--- src/hw/adcrf_map.svh ---
`ifndef ADCRF_MAP_SVH
`define ADCRF_MAP_SVH

// ---------------------------------------------------------------
// register indices on the local port
// ---------------------------------------------------------------
`define ADCRF_OFF_CTRL0 3'h0
`define ADCRF_OFF_CTRL1 3'h1
`define ADCRF_OFF_RES_HI 3'h2
`define ADCRF_OFF_RES_LO 3'h3
`define ADCRF_OFF_IRQ_STAT 3'h4
`define ADCRF_OFF_IRQ_MASK 3'h5

// ---------------------------------------------------------------
// reset values and field positions
// ---------------------------------------------------------------
`define ADCRF_RST_CTRL0 8'h00
`define ADCRF_RST_CTRL1 8'h00
`define ADCRF_RST_IRQ 8'h00
`define ADCRF_IRQ_DONE_BIT 0
`define ADCRF_ZERO6 6'h00

// ---------------------------------------------------------------
// channel codes
// ---------------------------------------------------------------
`define ADCRF_CHAN_AN_MAX 5'h10
`define ADCRF_CHAN_TEMP 5'h1D
`define ADCRF_CHAN_DAC 5'h1E
`define ADCRF_CHAN_FIXREF 5'h1F

// ---------------------------------------------------------------
// conversion clock divisors, in system clocks
// ---------------------------------------------------------------
`define ADCRF_DIV_2 7'h02
`define ADCRF_DIV_8 7'h08
`define ADCRF_DIV_32 7'h20
`define ADCRF_DIV_4 7'h04
`define ADCRF_DIV_16 7'h10
`define ADCRF_DIV_64 7'h40
`define ADCRF_FRC_DIV_DEF 7'h19

// ---------------------------------------------------------------
// result size
// ---------------------------------------------------------------
`define ADCRF_RES_W 10
`define ADCRF_MSB_IDX 4'h9

`endif

--- src/hw/adcrf_pkg.sv ---
package adcrf_pkg;

  typedef enum logic [2:0]
  {
    ADCRF_CK_DIV2,
    ADCRF_CK_DIV8,
    ADCRF_CK_DIV32,
    ADCRF_CK_FRC_A,
    ADCRF_CK_DIV4,
    ADCRF_CK_DIV16,
    ADCRF_CK_DIV64,
    ADCRF_CK_FRC_B
  } adcrf_clk_sel_t;

  typedef struct packed {
    logic unused7;
    logic [4:0] input_channel_field;
    logic conversion_go;
    logic converter_power_on;
  } adcrf_ctrl0_t;

  typedef struct packed {
    logic result_justify_select;
    adcrf_clk_sel_t conversion_clock_field;
    logic unused3;
    logic negative_reference_select;
    logic [1:0] positive_reference_select;
  } adcrf_ctrl1_t;

  typedef struct packed {
    logic [2:0] addr;
    logic [7:0] wdata;
    logic wr;
    logic rd;
  } adcrf_bus_req_t;

  typedef struct packed {
    logic [4:0] analog_input;
    logic analog_valid;
    logic temp_sel;
    logic dac_sel;
    logic fixed_reference_sel;
  } adcrf_chan_sel_t;

  typedef enum logic [1:0]
  {
    ADCRF_IDLE,
    ADCRF_HOLD,
    ADCRF_TRIAL
  } adcrf_state_t;

endpackage : adcrf_pkg

--- src/hw/adcrf_top.sv ---
// Function
// - left justify: bits 1-0 top of low
// - right justify: bits 9-8 low of high
// - right justify: bits 7-0 fill low
// - results untouched by ordinary reset
// - ten-bit code, 1024 steps
// - hold capacitor never discharged between conversions
// - go flag set by software, hardware clears
// - unused six result bits zeroed by each conversion; software writes to the result registers can set them
// - five-bit channel field decode
// - three-bit conversion clock select
//
// Design decisions made here: strobed register access and the register offsets.
`timescale 1ns/100ps
`default_nettype none
`include "adcrf_map.svh"

module adcrf_top
#(
  parameter logic [6:0] FRC_DIV = `ADCRF_FRC_DIV_DEF
)
(
  // clock and reset
  input wire logic clk,
  input wire logic nrst,
  // register port
  input wire adcrf_pkg::adcrf_bus_req_t bus_req,
  output logic [7:0] rdata,
  // interrupt
  output logic irq,
  // analog front end
  input wire logic cmp_in,
  output logic [`ADCRF_RES_W-1:0] trial_code,
  output logic sample_closed,
  output logic power_on,
  output adcrf_pkg::adcrf_chan_sel_t chan_sel,
  output logic negative_reference_select,
  output logic [1:0] positive_reference_select
);
  import adcrf_pkg::*;

  // ---------------------------------------------------------------
  // state
  // ---------------------------------------------------------------
  adcrf_ctrl0_t ctrl0_reg, ctrl0_next;
  adcrf_ctrl1_t ctrl1_reg, ctrl1_next;
  logic [7:0] res_hi_reg, res_hi_next;
  logic [7:0] res_lo_reg, res_lo_next;
  logic [7:0] stat_reg, stat_next;
  logic [7:0] mask_reg, mask_next;
  logic [7:0] rdata_reg, rdata_next;
  logic irq_reg, irq_next;
  adcrf_state_t state_reg, state_next;
  logic [6:0] div_cnt_reg, div_cnt_next;
  logic [3:0] bit_reg, bit_next;
  logic [`ADCRF_RES_W-1:0] sar_reg, sar_next;
  logic sample_reg, sample_next;
  adcrf_chan_sel_t sel_reg, sel_next;
  logic cmp_s1_reg, cmp_s2_reg, cmp_s3_reg, cmp_q_reg;
  logic cmp_q_next;
  logic [6:0] divisor;
  logic tick;
  logic done;
  logic [`ADCRF_RES_W-1:0] result;

  // ---------------------------------------------------------------
  // comparator synchroniser
  // ---------------------------------------------------------------
  // the filtered level only moves when the last two stages agree
  always_comb
  begin
    cmp_q_next = cmp_q_reg;
    if (cmp_s2_reg == cmp_s3_reg)
    begin
      cmp_q_next = cmp_s3_reg;
    end
  end

  always_ff @(posedge clk)
  begin
    if (!nrst)
    begin
      cmp_s1_reg <= 1'b0;
      cmp_s2_reg <= 1'b0;
      cmp_s3_reg <= 1'b0;
      cmp_q_reg <= 1'b0;
    end
    else
    begin
      cmp_s1_reg <= cmp_in;
      cmp_s2_reg <= cmp_s1_reg;
      cmp_s3_reg <= cmp_s2_reg;
      cmp_q_reg <= cmp_q_next;
    end
  end

  // ---------------------------------------------------------------
  // conversion clock divisor
  // ---------------------------------------------------------------
  // the rc source has no clock of its own here: it is a fixed divider
  always_comb
  begin
    unique case (ctrl1_reg.conversion_clock_field)
      ADCRF_CK_DIV2: divisor = `ADCRF_DIV_2;
      ADCRF_CK_DIV8: divisor = `ADCRF_DIV_8;
      ADCRF_CK_DIV32: divisor = `ADCRF_DIV_32;
      ADCRF_CK_DIV4: divisor = `ADCRF_DIV_4;
      ADCRF_CK_DIV16: divisor = `ADCRF_DIV_16;
      ADCRF_CK_DIV64: divisor = `ADCRF_DIV_64;
      ADCRF_CK_FRC_A: divisor = FRC_DIV;
      ADCRF_CK_FRC_B: divisor = FRC_DIV;
    endcase
  end

  // ---------------------------------------------------------------
  // registers, conversion engine, interrupt
  // ---------------------------------------------------------------
  always_comb
  begin
    ctrl0_next = ctrl0_reg;
    ctrl1_next = ctrl1_reg;
    res_hi_next = res_hi_reg;
    res_lo_next = res_lo_reg;
    stat_next = stat_reg;
    mask_next = mask_reg;
    rdata_next = 8'h00;
    state_next = state_reg;
    div_cnt_next = div_cnt_reg;
    bit_next = bit_reg;
    sar_next = sar_reg;
    tick = 1'b0;
    done = 1'b0;
    result = sar_reg;

    // software writes
    if (bus_req.wr)
    begin
      unique case (bus_req.addr)
        `ADCRF_OFF_CTRL0:
        begin
          ctrl0_next = adcrf_ctrl0_t'(bus_req.wdata);
          ctrl0_next.unused7 = 1'b0;
          // a start is only taken while the converter is powered
          if (!ctrl0_next.converter_power_on)
          begin
            ctrl0_next.conversion_go = 1'b0;
          end
        end
        `ADCRF_OFF_CTRL1:
        begin
          ctrl1_next = adcrf_ctrl1_t'(bus_req.wdata);
          ctrl1_next.unused3 = 1'b0;
        end
        `ADCRF_OFF_RES_HI: res_hi_next = bus_req.wdata;
        `ADCRF_OFF_RES_LO: res_lo_next = bus_req.wdata;
        `ADCRF_OFF_IRQ_MASK: mask_next = bus_req.wdata & 8'h01;
        default:
        begin
        end
      endcase
    end

    // reads, answered one cycle later; status clears on read
    if (bus_req.rd)
    begin
      unique case (bus_req.addr)
        `ADCRF_OFF_CTRL0: rdata_next = ctrl0_reg;
        `ADCRF_OFF_CTRL1: rdata_next = ctrl1_reg;
        `ADCRF_OFF_RES_HI: rdata_next = res_hi_reg;
        `ADCRF_OFF_RES_LO: rdata_next = res_lo_reg;
        `ADCRF_OFF_IRQ_STAT:
        begin
          rdata_next = stat_reg;
          stat_next = 8'h00;
        end
        `ADCRF_OFF_IRQ_MASK: rdata_next = mask_reg;
        default: rdata_next = 8'h00;
      endcase
    end

    // conversion clock enable
    if (state_reg == ADCRF_IDLE)
    begin
      div_cnt_next = 7'h00;
    end
    else if (div_cnt_reg == divisor - 7'h01)
    begin
      div_cnt_next = 7'h00;
      tick = 1'b1;
    end
    else
    begin
      div_cnt_next = div_cnt_reg + 7'h01;
    end

    // successive approximation, one bit per conversion clock
    unique case (state_reg)
      ADCRF_IDLE:
      begin
        if (ctrl0_reg.conversion_go && ctrl0_reg.converter_power_on)
        begin
          state_next = ADCRF_HOLD;
          sar_next = '0;
        end
      end
      ADCRF_HOLD:
      begin
        if (tick)
        begin
          state_next = ADCRF_TRIAL;
          bit_next = `ADCRF_MSB_IDX;
          sar_next = '0;
          sar_next[`ADCRF_MSB_IDX] = 1'b1;
        end
      end
      ADCRF_TRIAL:
      begin
        if (tick)
        begin
          // comparator high means the input is at or above the trial
          if (!cmp_q_reg)
          begin
            sar_next[bit_reg] = 1'b0;
          end
          if (bit_reg == 4'h0)
          begin
            done = 1'b1;
            state_next = ADCRF_IDLE;
          end
          else
          begin
            bit_next = bit_reg - 4'h1;
            sar_next[bit_reg - 4'h1] = 1'b1;
          end
        end
      end
    endcase

    // software clearing go or power aborts without a result
    if (state_reg != ADCRF_IDLE)
    begin
      if (!ctrl0_reg.conversion_go || !ctrl0_reg.converter_power_on)
      begin
        state_next = ADCRF_IDLE;
        done = 1'b0;
      end
    end

    if (done)
    begin
      result = sar_next;
      ctrl0_next.conversion_go = 1'b0;
      if (ctrl1_reg.result_justify_select)
      begin
        res_hi_next = {`ADCRF_ZERO6, result[9:8]};
        res_lo_next = result[7:0];
      end
      else
      begin
        res_hi_next = result[9:2];
        res_lo_next = {result[1:0], `ADCRF_ZERO6};
      end
      // set wins over a clearing read in the same cycle
      stat_next[`ADCRF_IRQ_DONE_BIT] = 1'b1;
    end

    irq_next = |(stat_next & mask_next);
  end

  // ---------------------------------------------------------------
  // analog side controls
  // ---------------------------------------------------------------
  always_comb
  begin
    sel_next = '0;
    // hold capacitor floats during a conversion or while unpowered and is never
    // discharged, so its charge carries into the next acquisition
    sample_next = ctrl0_next.converter_power_on && (state_next == ADCRF_IDLE);
    if (ctrl0_next.input_channel_field <= `ADCRF_CHAN_AN_MAX)
    begin
      sel_next.analog_input = ctrl0_next.input_channel_field;
      sel_next.analog_valid = 1'b1;
    end
    else
    begin
      sel_next.temp_sel = (ctrl0_next.input_channel_field == `ADCRF_CHAN_TEMP);
      sel_next.dac_sel = (ctrl0_next.input_channel_field == `ADCRF_CHAN_DAC);
      sel_next.fixed_reference_sel =
        (ctrl0_next.input_channel_field == `ADCRF_CHAN_FIXREF);
    end
  end

  // ---------------------------------------------------------------
  // registering
  // ---------------------------------------------------------------
  always_ff @(posedge clk)
  begin
    if (!nrst)
    begin
      ctrl0_reg <= adcrf_ctrl0_t'(`ADCRF_RST_CTRL0);
      ctrl1_reg <= adcrf_ctrl1_t'(`ADCRF_RST_CTRL1);
      stat_reg <= `ADCRF_RST_IRQ;
      mask_reg <= `ADCRF_RST_IRQ;
      rdata_reg <= 8'h00;
      irq_reg <= 1'b0;
      state_reg <= ADCRF_IDLE;
      div_cnt_reg <= 7'h00;
      bit_reg <= 4'h0;
      sample_reg <= 1'b0;
      sel_reg <= '0;
    end
    else
    begin
      ctrl0_reg <= ctrl0_next;
      ctrl1_reg <= ctrl1_next;
      stat_reg <= stat_next;
      mask_reg <= mask_next;
      rdata_reg <= rdata_next;
      irq_reg <= irq_next;
      state_reg <= state_next;
      div_cnt_reg <= div_cnt_next;
      bit_reg <= bit_next;
      sample_reg <= sample_next;
      sel_reg <= sel_next;
    end
  end

  // results and the approximation word carry no reset: only a power
  // loss leaves them unknown, every other reset keeps them
  always_ff @(posedge clk)
  begin
    res_hi_reg <= res_hi_next;
    res_lo_reg <= res_lo_next;
    sar_reg <= sar_next;
  end

  // ---------------------------------------------------------------
  // outputs
  // ---------------------------------------------------------------
  assign rdata = rdata_reg;
  assign irq = irq_reg;
  assign trial_code = sar_reg;
  assign sample_closed = sample_reg;
  assign power_on = ctrl0_reg.converter_power_on;
  assign chan_sel = sel_reg;
  assign negative_reference_select = ctrl1_reg.negative_reference_select;
  assign positive_reference_select = ctrl1_reg.positive_reference_select;

endmodule : adcrf_top

`default_nettype wire

--- config.mk ---
export PLATFORM = sky130hd
export DESIGN_NAME = adcrf_top
export DESIGN_NICKNAME = d
export VERILOG_FILES = /design/src/hw/adcrf_pkg.sv /design/src/hw/adcrf_top.sv
export VERILOG_INCLUDE_DIRS = /design/src /design/src/hw
export SDC_FILE = /design/constraint.sdc
export NUM_CORES = 1
export LEC_CHECK = 0
export ABC_CLOCK_PERIOD_IN_PS = 3700
export BUFFER_PORTS_ARGS = -buffer_cell sky130_fd_sc_hd__buf_2
export CAP_MARGIN = 30
export CORE_MARGIN = 2
export CORE_UTILIZATION = 30
export DETAILED_ROUTE_END_ITERATION = 8
export PLACE_DENSITY_LB_ADDON = 0.05
export SLEW_MARGIN = 40
export SYNTH_ARGS = -nofsm -noshare
export SYNTH_HDL_FRONTEND = slang
export SYNTH_SLANG_ARGS = --single-unit
export TNS_END_PERCENT = 30
--- constraint.sdc ---
create_clock -name clk -period 3.7 [get_ports clk]
set_clock_uncertainty 0.05 [all_clocks]
set_input_delay 0.74 -clock clk [delete_from_list [all_inputs] [get_ports clk]]
set_output_delay 0.74 -clock clk [all_outputs]
set_load 0.01 [all_outputs]
==> impl_metrics.env, run 1 <==
export IMPL_synth_top_cell_by_area="dfxtp_1"
export IMPL_worstPathArrival_ps=3070
export IMPL_via_count=3640
export IMPL_drv_cap=0
export IMPL_cp_start_kind="register"
export IMPL_clk_pin_slew_ps=70
export IMPL_tns_ps=0
export IMPL_die_w_um=128.1
export IMPL_worstMarginPinSlew_ps=759.9
export IMPL_vdd_drop_max_mv=0.3992
export IMPL_crit_type="reg -> reg"
export IMPL_port_buffers=48
export IMPL_finalCritPeriodShare=0.8385
export IMPL_route_antenna_remaining_nets=0
export IMPL_fmax_mhz=322.3
export IMPL_ctsResizeCount=0
export IMPL_synthCells=490
export IMPL_post_dp_cell_area_mm2=0.004985
export IMPL_synth_top_family_by_area="simple AND/OR/NAND/NOR gates"
export IMPL_rsz0062_at_grt="false"
export IMPL_dieArea_mm2=0.01641
export IMPL_synthSimpleGateAreaFrac=0.2199
export IMPL_power_density_mw_per_mm2=418.4
export IMPL_grt_use_total=0.1586
export IMPL_ios=49
export IMPL_slew_headroom=0.4934
export IMPL_clk_latency_ps=350
export IMPL_core_area_mm2=0.01515
export IMPL_start_util=0.3051
export IMPL_route_detailed_drc=0
export IMPL_ys_seq_area_frac=0.4636
export IMPL_synthMuxAreaShare=0.06526
export IMPL_tritoncts="built"
export IMPL_ys_ff_latch=99
export IMPL_nNetsFinal=551
export IMPL_synth_xor_area_frac=0.02979
export IMPL_critPathRequiredTime_ps=3670
export IMPL_antenna_found_initial=0
export IMPL_final_cells=719
export IMPL_clockBufferDepth=2
export IMPL_fin_area_mm2=0.005299
export IMPL_dpl_hpwl_um=9330
export IMPL_ys_flop_type="dfxtp_1"
export IMPL_leakage_nw=2.170
export IMPL_grt_pass1_vias=3646
export IMPL_synth_edf_count=16
export IMPL_antenna_cells=0
export IMPL_ys_warn_count=0
export IMPL_maxSlewViolCount=0
export IMPL_hold_buffers=0
export IMPL_rows=45
export IMPL_gr_total_overflow=0
export IMPL_synth_fa_ha_area_frac=0.02437
export IMPL_cts_setup_buffers=0
export IMPL_synthArstFlopShare=0
export IMPL_dp_cells=703
export IMPL_power_total_mw=2.217
export IMPL_post_route_min_period_ps=3103
export IMPL_drive_gt1_frac=0.1563
export IMPL_end_kind="register"
export IMPL_grt_max_degree=38
export IMPL_drt_wl_total_um=12490
export IMPL_status="completed"
export IMPL_viasPerCell=5.063
export IMPL_largest_reg_flops=10
export IMPL_regArea_mm2=0.002142
export IMPL_ff2ff_path_depth=8
export IMPL_yosys_area_top_type_share=0.3596
export IMPL_layout_commonest_cell="dfxtp_1"
export IMPL_multi_input_area_mm2=0.002266
export IMPL_finalHoldViolCount=0
export IMPL_synth_compound_area_frac=0.1497
export IMPL_syn_area_per_cell_um2=9.430
export IMPL_avgRoutedWirePerCell_um=17.36
export IMPL_cts_buffers=9
export IMPL_first_pass_iters=5
export IMPL_htreeDepth=3
export IMPL_grt_pass1_wl_um=19950
export IMPL_critPathMaxFanout=15
export IMPL_synth_area_mm2=0.004621
export IMPL_setup_viol=0
export IMPL_cts_sinks=99
export IMPL_syn_to_final_growth_pct=14.68
export IMPL_finalWorstSetupSlack_ps=597.4
export IMPL_hold_path_class="reg -> reg"
export IMPL_gp_congestion=0.9002
export IMPL_cts_root_buf="clkbuf_16"
export IMPL_most_common_layout_cells="83 x dfxtp_1, 48 x buf_2, 38 x nor2_1"
export IMPL_synth_cell_types=60
export IMPL_dp_slack_ps=628.6
export IMPL_syn_num_nets=515
export IMPL_drtIter0Drc=225
export IMPL_hold_depth=1
export IMPL_chipHeight_um=128.1
export IMPL_yosys_top_cells_area="dfxtp_1 36%, edfxtp_1 10%, mux2i_1 4.3%"
export IMPL_fillerInstances=1574
==> metrics by stage <==
step	utilization	hold WS, ps
after floorplan	-	361.9
after global placement	0.3291	375.5
after detailed placement	0.3291	375.6
after CTS	0.3499	395.1
after global routing	0.3499	412.0
final	0.3499	388.6
==> metal layers <==
metal	wire length (um)	track usage	vias up
li1	-	-	1811
met1	5900	0.2038	1746
met2	5995	0.2608	70
met3	403	0.04257	13
met4	185	0.04848	0
met5	0	0	-
==> synth_stat cells, drive strengths merged, types with 12 or more instances <==
cell type	instances
a21oi	18
and2	20
and3	13
buf	13
clkbuf	12
dfxtp	83
edfxtp	16
inv	23
mux2i	20
nand2	34
nand3	19
nor2	38
nor2b	22
nor3	12
o21ai	28
==> worst max-delay path: stages (launching register included) <==
cell and delay [ps]:
dfxtp_1 400, inv_1 60, ha_1 300, xnor2_1 140, nor3_2 190, and4b_1 490, nand2_4 150, or3_1 630
nand2_1 360
==> cell type report <==
| cell class | instances | share of cell area |
|---|---|---|
| Multi-Input combinational cell | 343 | 0.4276 |
| Sequential cell | 99 | 0.4042 |
| Timing Repair Buffer | 50 | 0.04817 |
| Clock buffer | 11 | 0.04793 |
| Tap cell | 188 | 0.04439 |
| Inverter | 23 | 0.01629 |
| Clock inverter | 5 | 0.01133 |
==> path summary, 6_finish.rpt <==
kind | from | endpoint | slack [ps]
min reg2reg | cmp_s1_reg | cmp_s2_reg | 390
min | cmp_s1_reg | cmp_s2_reg | 390
max reg2reg | divisor[0] | res_hi_reg[2] | 600
max | divisor[0] | res_hi_reg[2] | 600
==> power breakdown <==
group	leakage (nW)	internal (mW)	switching [mW]
Sequential	0.816	1.11	0.00674
Combinational	1.20	0.0435	0.0714
Clock	0.151	0.568	0.422
Total	2.17	1.72	0.500
==> cell families after synthesis <==
| logic type | Yosys count |
|---|---|
| AOI/OAI and AO/OA | 103 |
| adders and majority gates | 9 |
| and+or+nand+nor | 188 |
| buffers and inverters | 48 |
| xor gates and xnor gates | 14 |
| DFF | 99 |
| muxes | 29 |
(Power assumes the default switching activity.)
==> inputs of run 2 (changes only) <==
--- a/config.mk
+++ b/config.mk
@@ -6,7 +6,8 @@
 export SDC_FILE = /design/constraint.sdc
 export NUM_CORES = 1
 export LEC_CHECK = 0
-export ABC_CLOCK_PERIOD_IN_PS = 3700
+export ABC_AREA = 1
+export ABC_CLOCK_PERIOD_IN_PS = 2800
 export BUFFER_PORTS_ARGS = -buffer_cell sky130_fd_sc_hd__buf_2
 export CAP_MARGIN = 30
 export CORE_MARGIN = 2
==> constraint.sdc (replaced) <==
create_clock -name clk -period 2.8 [get_ports clk]
set_clock_uncertainty 0.05 [all_clocks]
set_input_delay 0.56 -clock clk [delete_from_list [all_inputs] [get_ports clk]]
set_output_delay 0.56 -clock clk [all_outputs]
set_load 0.01 [all_outputs]
==> run 2 against run 1 <==
Sequential share of layout area down 2.1 points. Synthesized cell count increased by 32%. Area after synthesis rose by 3.0%. Final cell count rose by 29%. Die area is 2.9% higher. Sequential power grew 38%. Critical path depth increased by 5. Highest routed layer unchanged.
==> impl_metrics.env, run 2 <==
export IMPL_tns_ps=0
export IMPL_syn_area_per_cell_um2=7.368
export IMPL_avgRoutedWirePerCell_um=15.29
export IMPL_chipHeight_um=130.0
export IMPL_route_detailed_drc=0
export IMPL_crit_type="reg -> reg"
export IMPL_post_route_min_period_ps=2546
export IMPL_clockBufferDepth=2
export IMPL_ys_ff_latch=99
export IMPL_gr_total_overflow=0
export IMPL_cp_start_kind="register"
export IMPL_vdd_drop_max_mv=0.2912
export IMPL_grt_pass1_vias=4177
export IMPL_synth_top_cells_by_count="144 x nand2_1, 93 x inv_1, 83 x dfxtp_1, 72 x nor2_1, 65 x nand3_1"
export IMPL_gp_congestion=0.8669
export IMPL_route_antenna_remaining_nets=0
export IMPL_largest_reg_flops=10
export IMPL_crit_buf_inv=2
export IMPL_drive_gt1_frac=0.1380
export IMPL_slew_headroom=0.5996
export IMPL_grt_max_degree=29
export IMPL_most_common_layout_cells="144 x nand2_1, 93 x inv_1, 83 x dfxtp_1"
export IMPL_first_pass_iters=5
export IMPL_fillerInstances=1683
export IMPL_tritoncts="built"
export IMPL_ff2ff_path_depth=13
export IMPL_ys_warn_count=0
export IMPL_drt_wl_total_um=14160
export IMPL_post_dp_cell_area_mm2=0.005311
export IMPL_r2r_start="divisor[0]"
export IMPL_antenna_found_initial=0
export IMPL_fmax_mhz=392.8
export IMPL_synth_top_cell_by_area="dfxtp_1"
export IMPL_ys_flop_type="dfxtp_1"
export IMPL_viasPerCell=4.714
export IMPL_cp_slowest_cell="dfxtp_1"
export IMPL_clk_pin_slew_ps=70
export IMPL_critPathRequiredTime_ps=2960
export IMPL_antenna_cells=0
export IMPL_cp_depth=13
export IMPL_setup_viol=0
export IMPL_dpl_hpwl_um=10840
export IMPL_synth_most_common_cell="nand2_1"
export IMPL_start_util=0.3029
export IMPL_maxSlewViolCount=0
export IMPL_yosys_top_cells_area="dfxtp_1 35%, nand2_1 11%, edfxtp_1 10%"
export IMPL_nNetsFinal=731
export IMPL_synthArstFlopShare=0
export IMPL_min_from="cmp_in"
export IMPL_die_w_um=130.0
export IMPL_port_buffers=48
export IMPL_cts_root_buf="clkbuf_16"
export IMPL_htreeDepth=3
export IMPL_hold_path_class="in -> reg"
export IMPL_worstMarginPinSlew_ps=594.3
export IMPL_worstPathArrival_ps=2710
export IMPL_synth_area_mm2=0.004760
export IMPL_crit_top_cell="nand3_1"
export IMPL_max_stage_delay_ps=360
export IMPL_ys_seq_area_frac=0.4501
export IMPL_worstPathCellList="inv_1, ha_1, nand3b_1, nand2_1, nand2_1, nand3_1, nor2_4, nand3_2, clkinv_2, nand2_2, nor2_2, nand3_1, nand3_1"
export IMPL_synth_cell_types=43
export IMPL_synthCells=646
export IMPL_power_total_mw=3.038
export IMPL_leakage_nw=2.431
export IMPL_power_density_mw_per_mm2=544.0
export IMPL_finalWorstSetupSlack_ps=254.1
export IMPL_via_count=4365
export IMPL_syn_to_final_growth_pct=17.32
export IMPL_cts_sinks=99
export IMPL_ios=49
export IMPL_drv_cap=0
export IMPL_end_kind="register"
export IMPL_grt_pass1_wl_um=22600
export IMPL_critPathMaxFanout=15
export IMPL_rows=46
export IMPL_rsz0062_at_grt="false"
export IMPL_hold_depth=3
export IMPL_layout_commonest_cell="nand2_1"
export IMPL_crit_family="simple AND/OR/NAND/NOR gates"
export IMPL_core_area_mm2=0.01571
export IMPL_cts_buffers=9
export IMPL_finalCritPeriodShare=0.9093
export IMPL_synth_edf_count=16
export IMPL_syn_num_nets=671
export IMPL_drtIter0Drc=296
export IMPL_status="completed"
export IMPL_clk_latency_ps=350
export IMPL_dieArea_mm2=0.01689
export IMPL_cts_setup_buffers=0
export IMPL_crit_start="divisor[0]"
export IMPL_yosys_area_top_type_share=0.3491
export IMPL_grt_use_total=0.1758
export IMPL_fin_area_mm2=0.005584
export IMPL_dp_slack_ps=244.2
export IMPL_finalHoldViolCount=0
run 2: changes by cell type in the layout (fill, tap and decap cells not counted), moves of 9 or more:
cell     change
and2_1      -16
and3_1      -13
buf_4       +13
inv_1       +70
mux2_2       -9
mux2i_1     -17
nand2_1    +111
nand3_1     +46
nor2_1      +34
nor2b_1     -22
nor3_1      +10
run 2: cells by family (layout without fill, tap and decap cells):
| group | after synthesis | after routing | share of synthesized area |
|---|---|---|---|
| AND/OR/NAND/NOR | 337 | 337 | 0.3105 |
| buffers and inverters | 109 | 173 | 0.09016 |
| flip-flops | 99 | 99 | 0.4501 |
| AO/OA/AOI/OAI | 82 | 82 | 0.1065 |
| adder cells (fa/ha/maj) | 9 | 9 | 0.02366 |
| XOR/XNOR | 7 | 7 | 0.01288 |
| multiplexers | 3 | 3 | 0.006309 |
run 2: metrics by stage:
step | instances | utilization | hold WS, ps
after floorplan | 646 | - | 340.5
after global placement | 911 | 0.3380 | 349.7
after detailed placement | 911 | 0.3380 | 357.3
after CTS | 926 | 0.3551 | 324.2
after global routing | 926 | 0.3554 | 344.3
final | 926 | 0.3554 | 336.9
run 2: cell type report:
cell class                      count  area, um^2  area share
Multi-Input combinational cell    438        2193      0.3928
Timing Repair Buffer               63       352.8     0.06319
Clock buffer                       10       229.0     0.04100
Tap cell                          216       270.3     0.04840
Inverter                           95       357.8     0.06408
Clock inverter                      5       38.79    0.006946
Sequential cell                    99        2142      0.3836
run 2: report_power, final:
group / switching, mW / leakage [nW] / internal (mW)
Sequential: 0.0382 / 0.820 / 1.49
Combinational: 0.219 / 1.48 / 0.123
Clock: 0.559 / 0.131 / 0.607
Total: 0.817 / 2.43 / 2.22
run 2: what timing repair did:
action	4_1_cts	5_1_grt
gates resized for setup	0	1
endpoints found under the setup margin	0	13
hold buffers	0	0
run 2: per-layer routing:
layer | GRT usage | share of wire | up-vias
li1 | - | - | 2242
met1 | 0.2477 | 0.49 | 2009
met2 | 0.2726 | 0.46 | 103
met3 | 0.02788 | 0.040 | 11
met4 | 0.06388 | 0.012 | 0
met5 | 0 | 0 | -
run 2: path summary, 6_finish.rpt:
kind / end / slack, ps
worst min-delay path: cmp_s1_reg / 340
worst max register to register: res_lo_reg[6] / 250
worst min register to register: cmp_s2_reg / 370
worst max-delay path: res_lo_reg[6] / 250
run 2: worst min-delay path, cell delays in order:
cell,delay (ps)
buf_2,70
nand2_1,40
inv_1,40
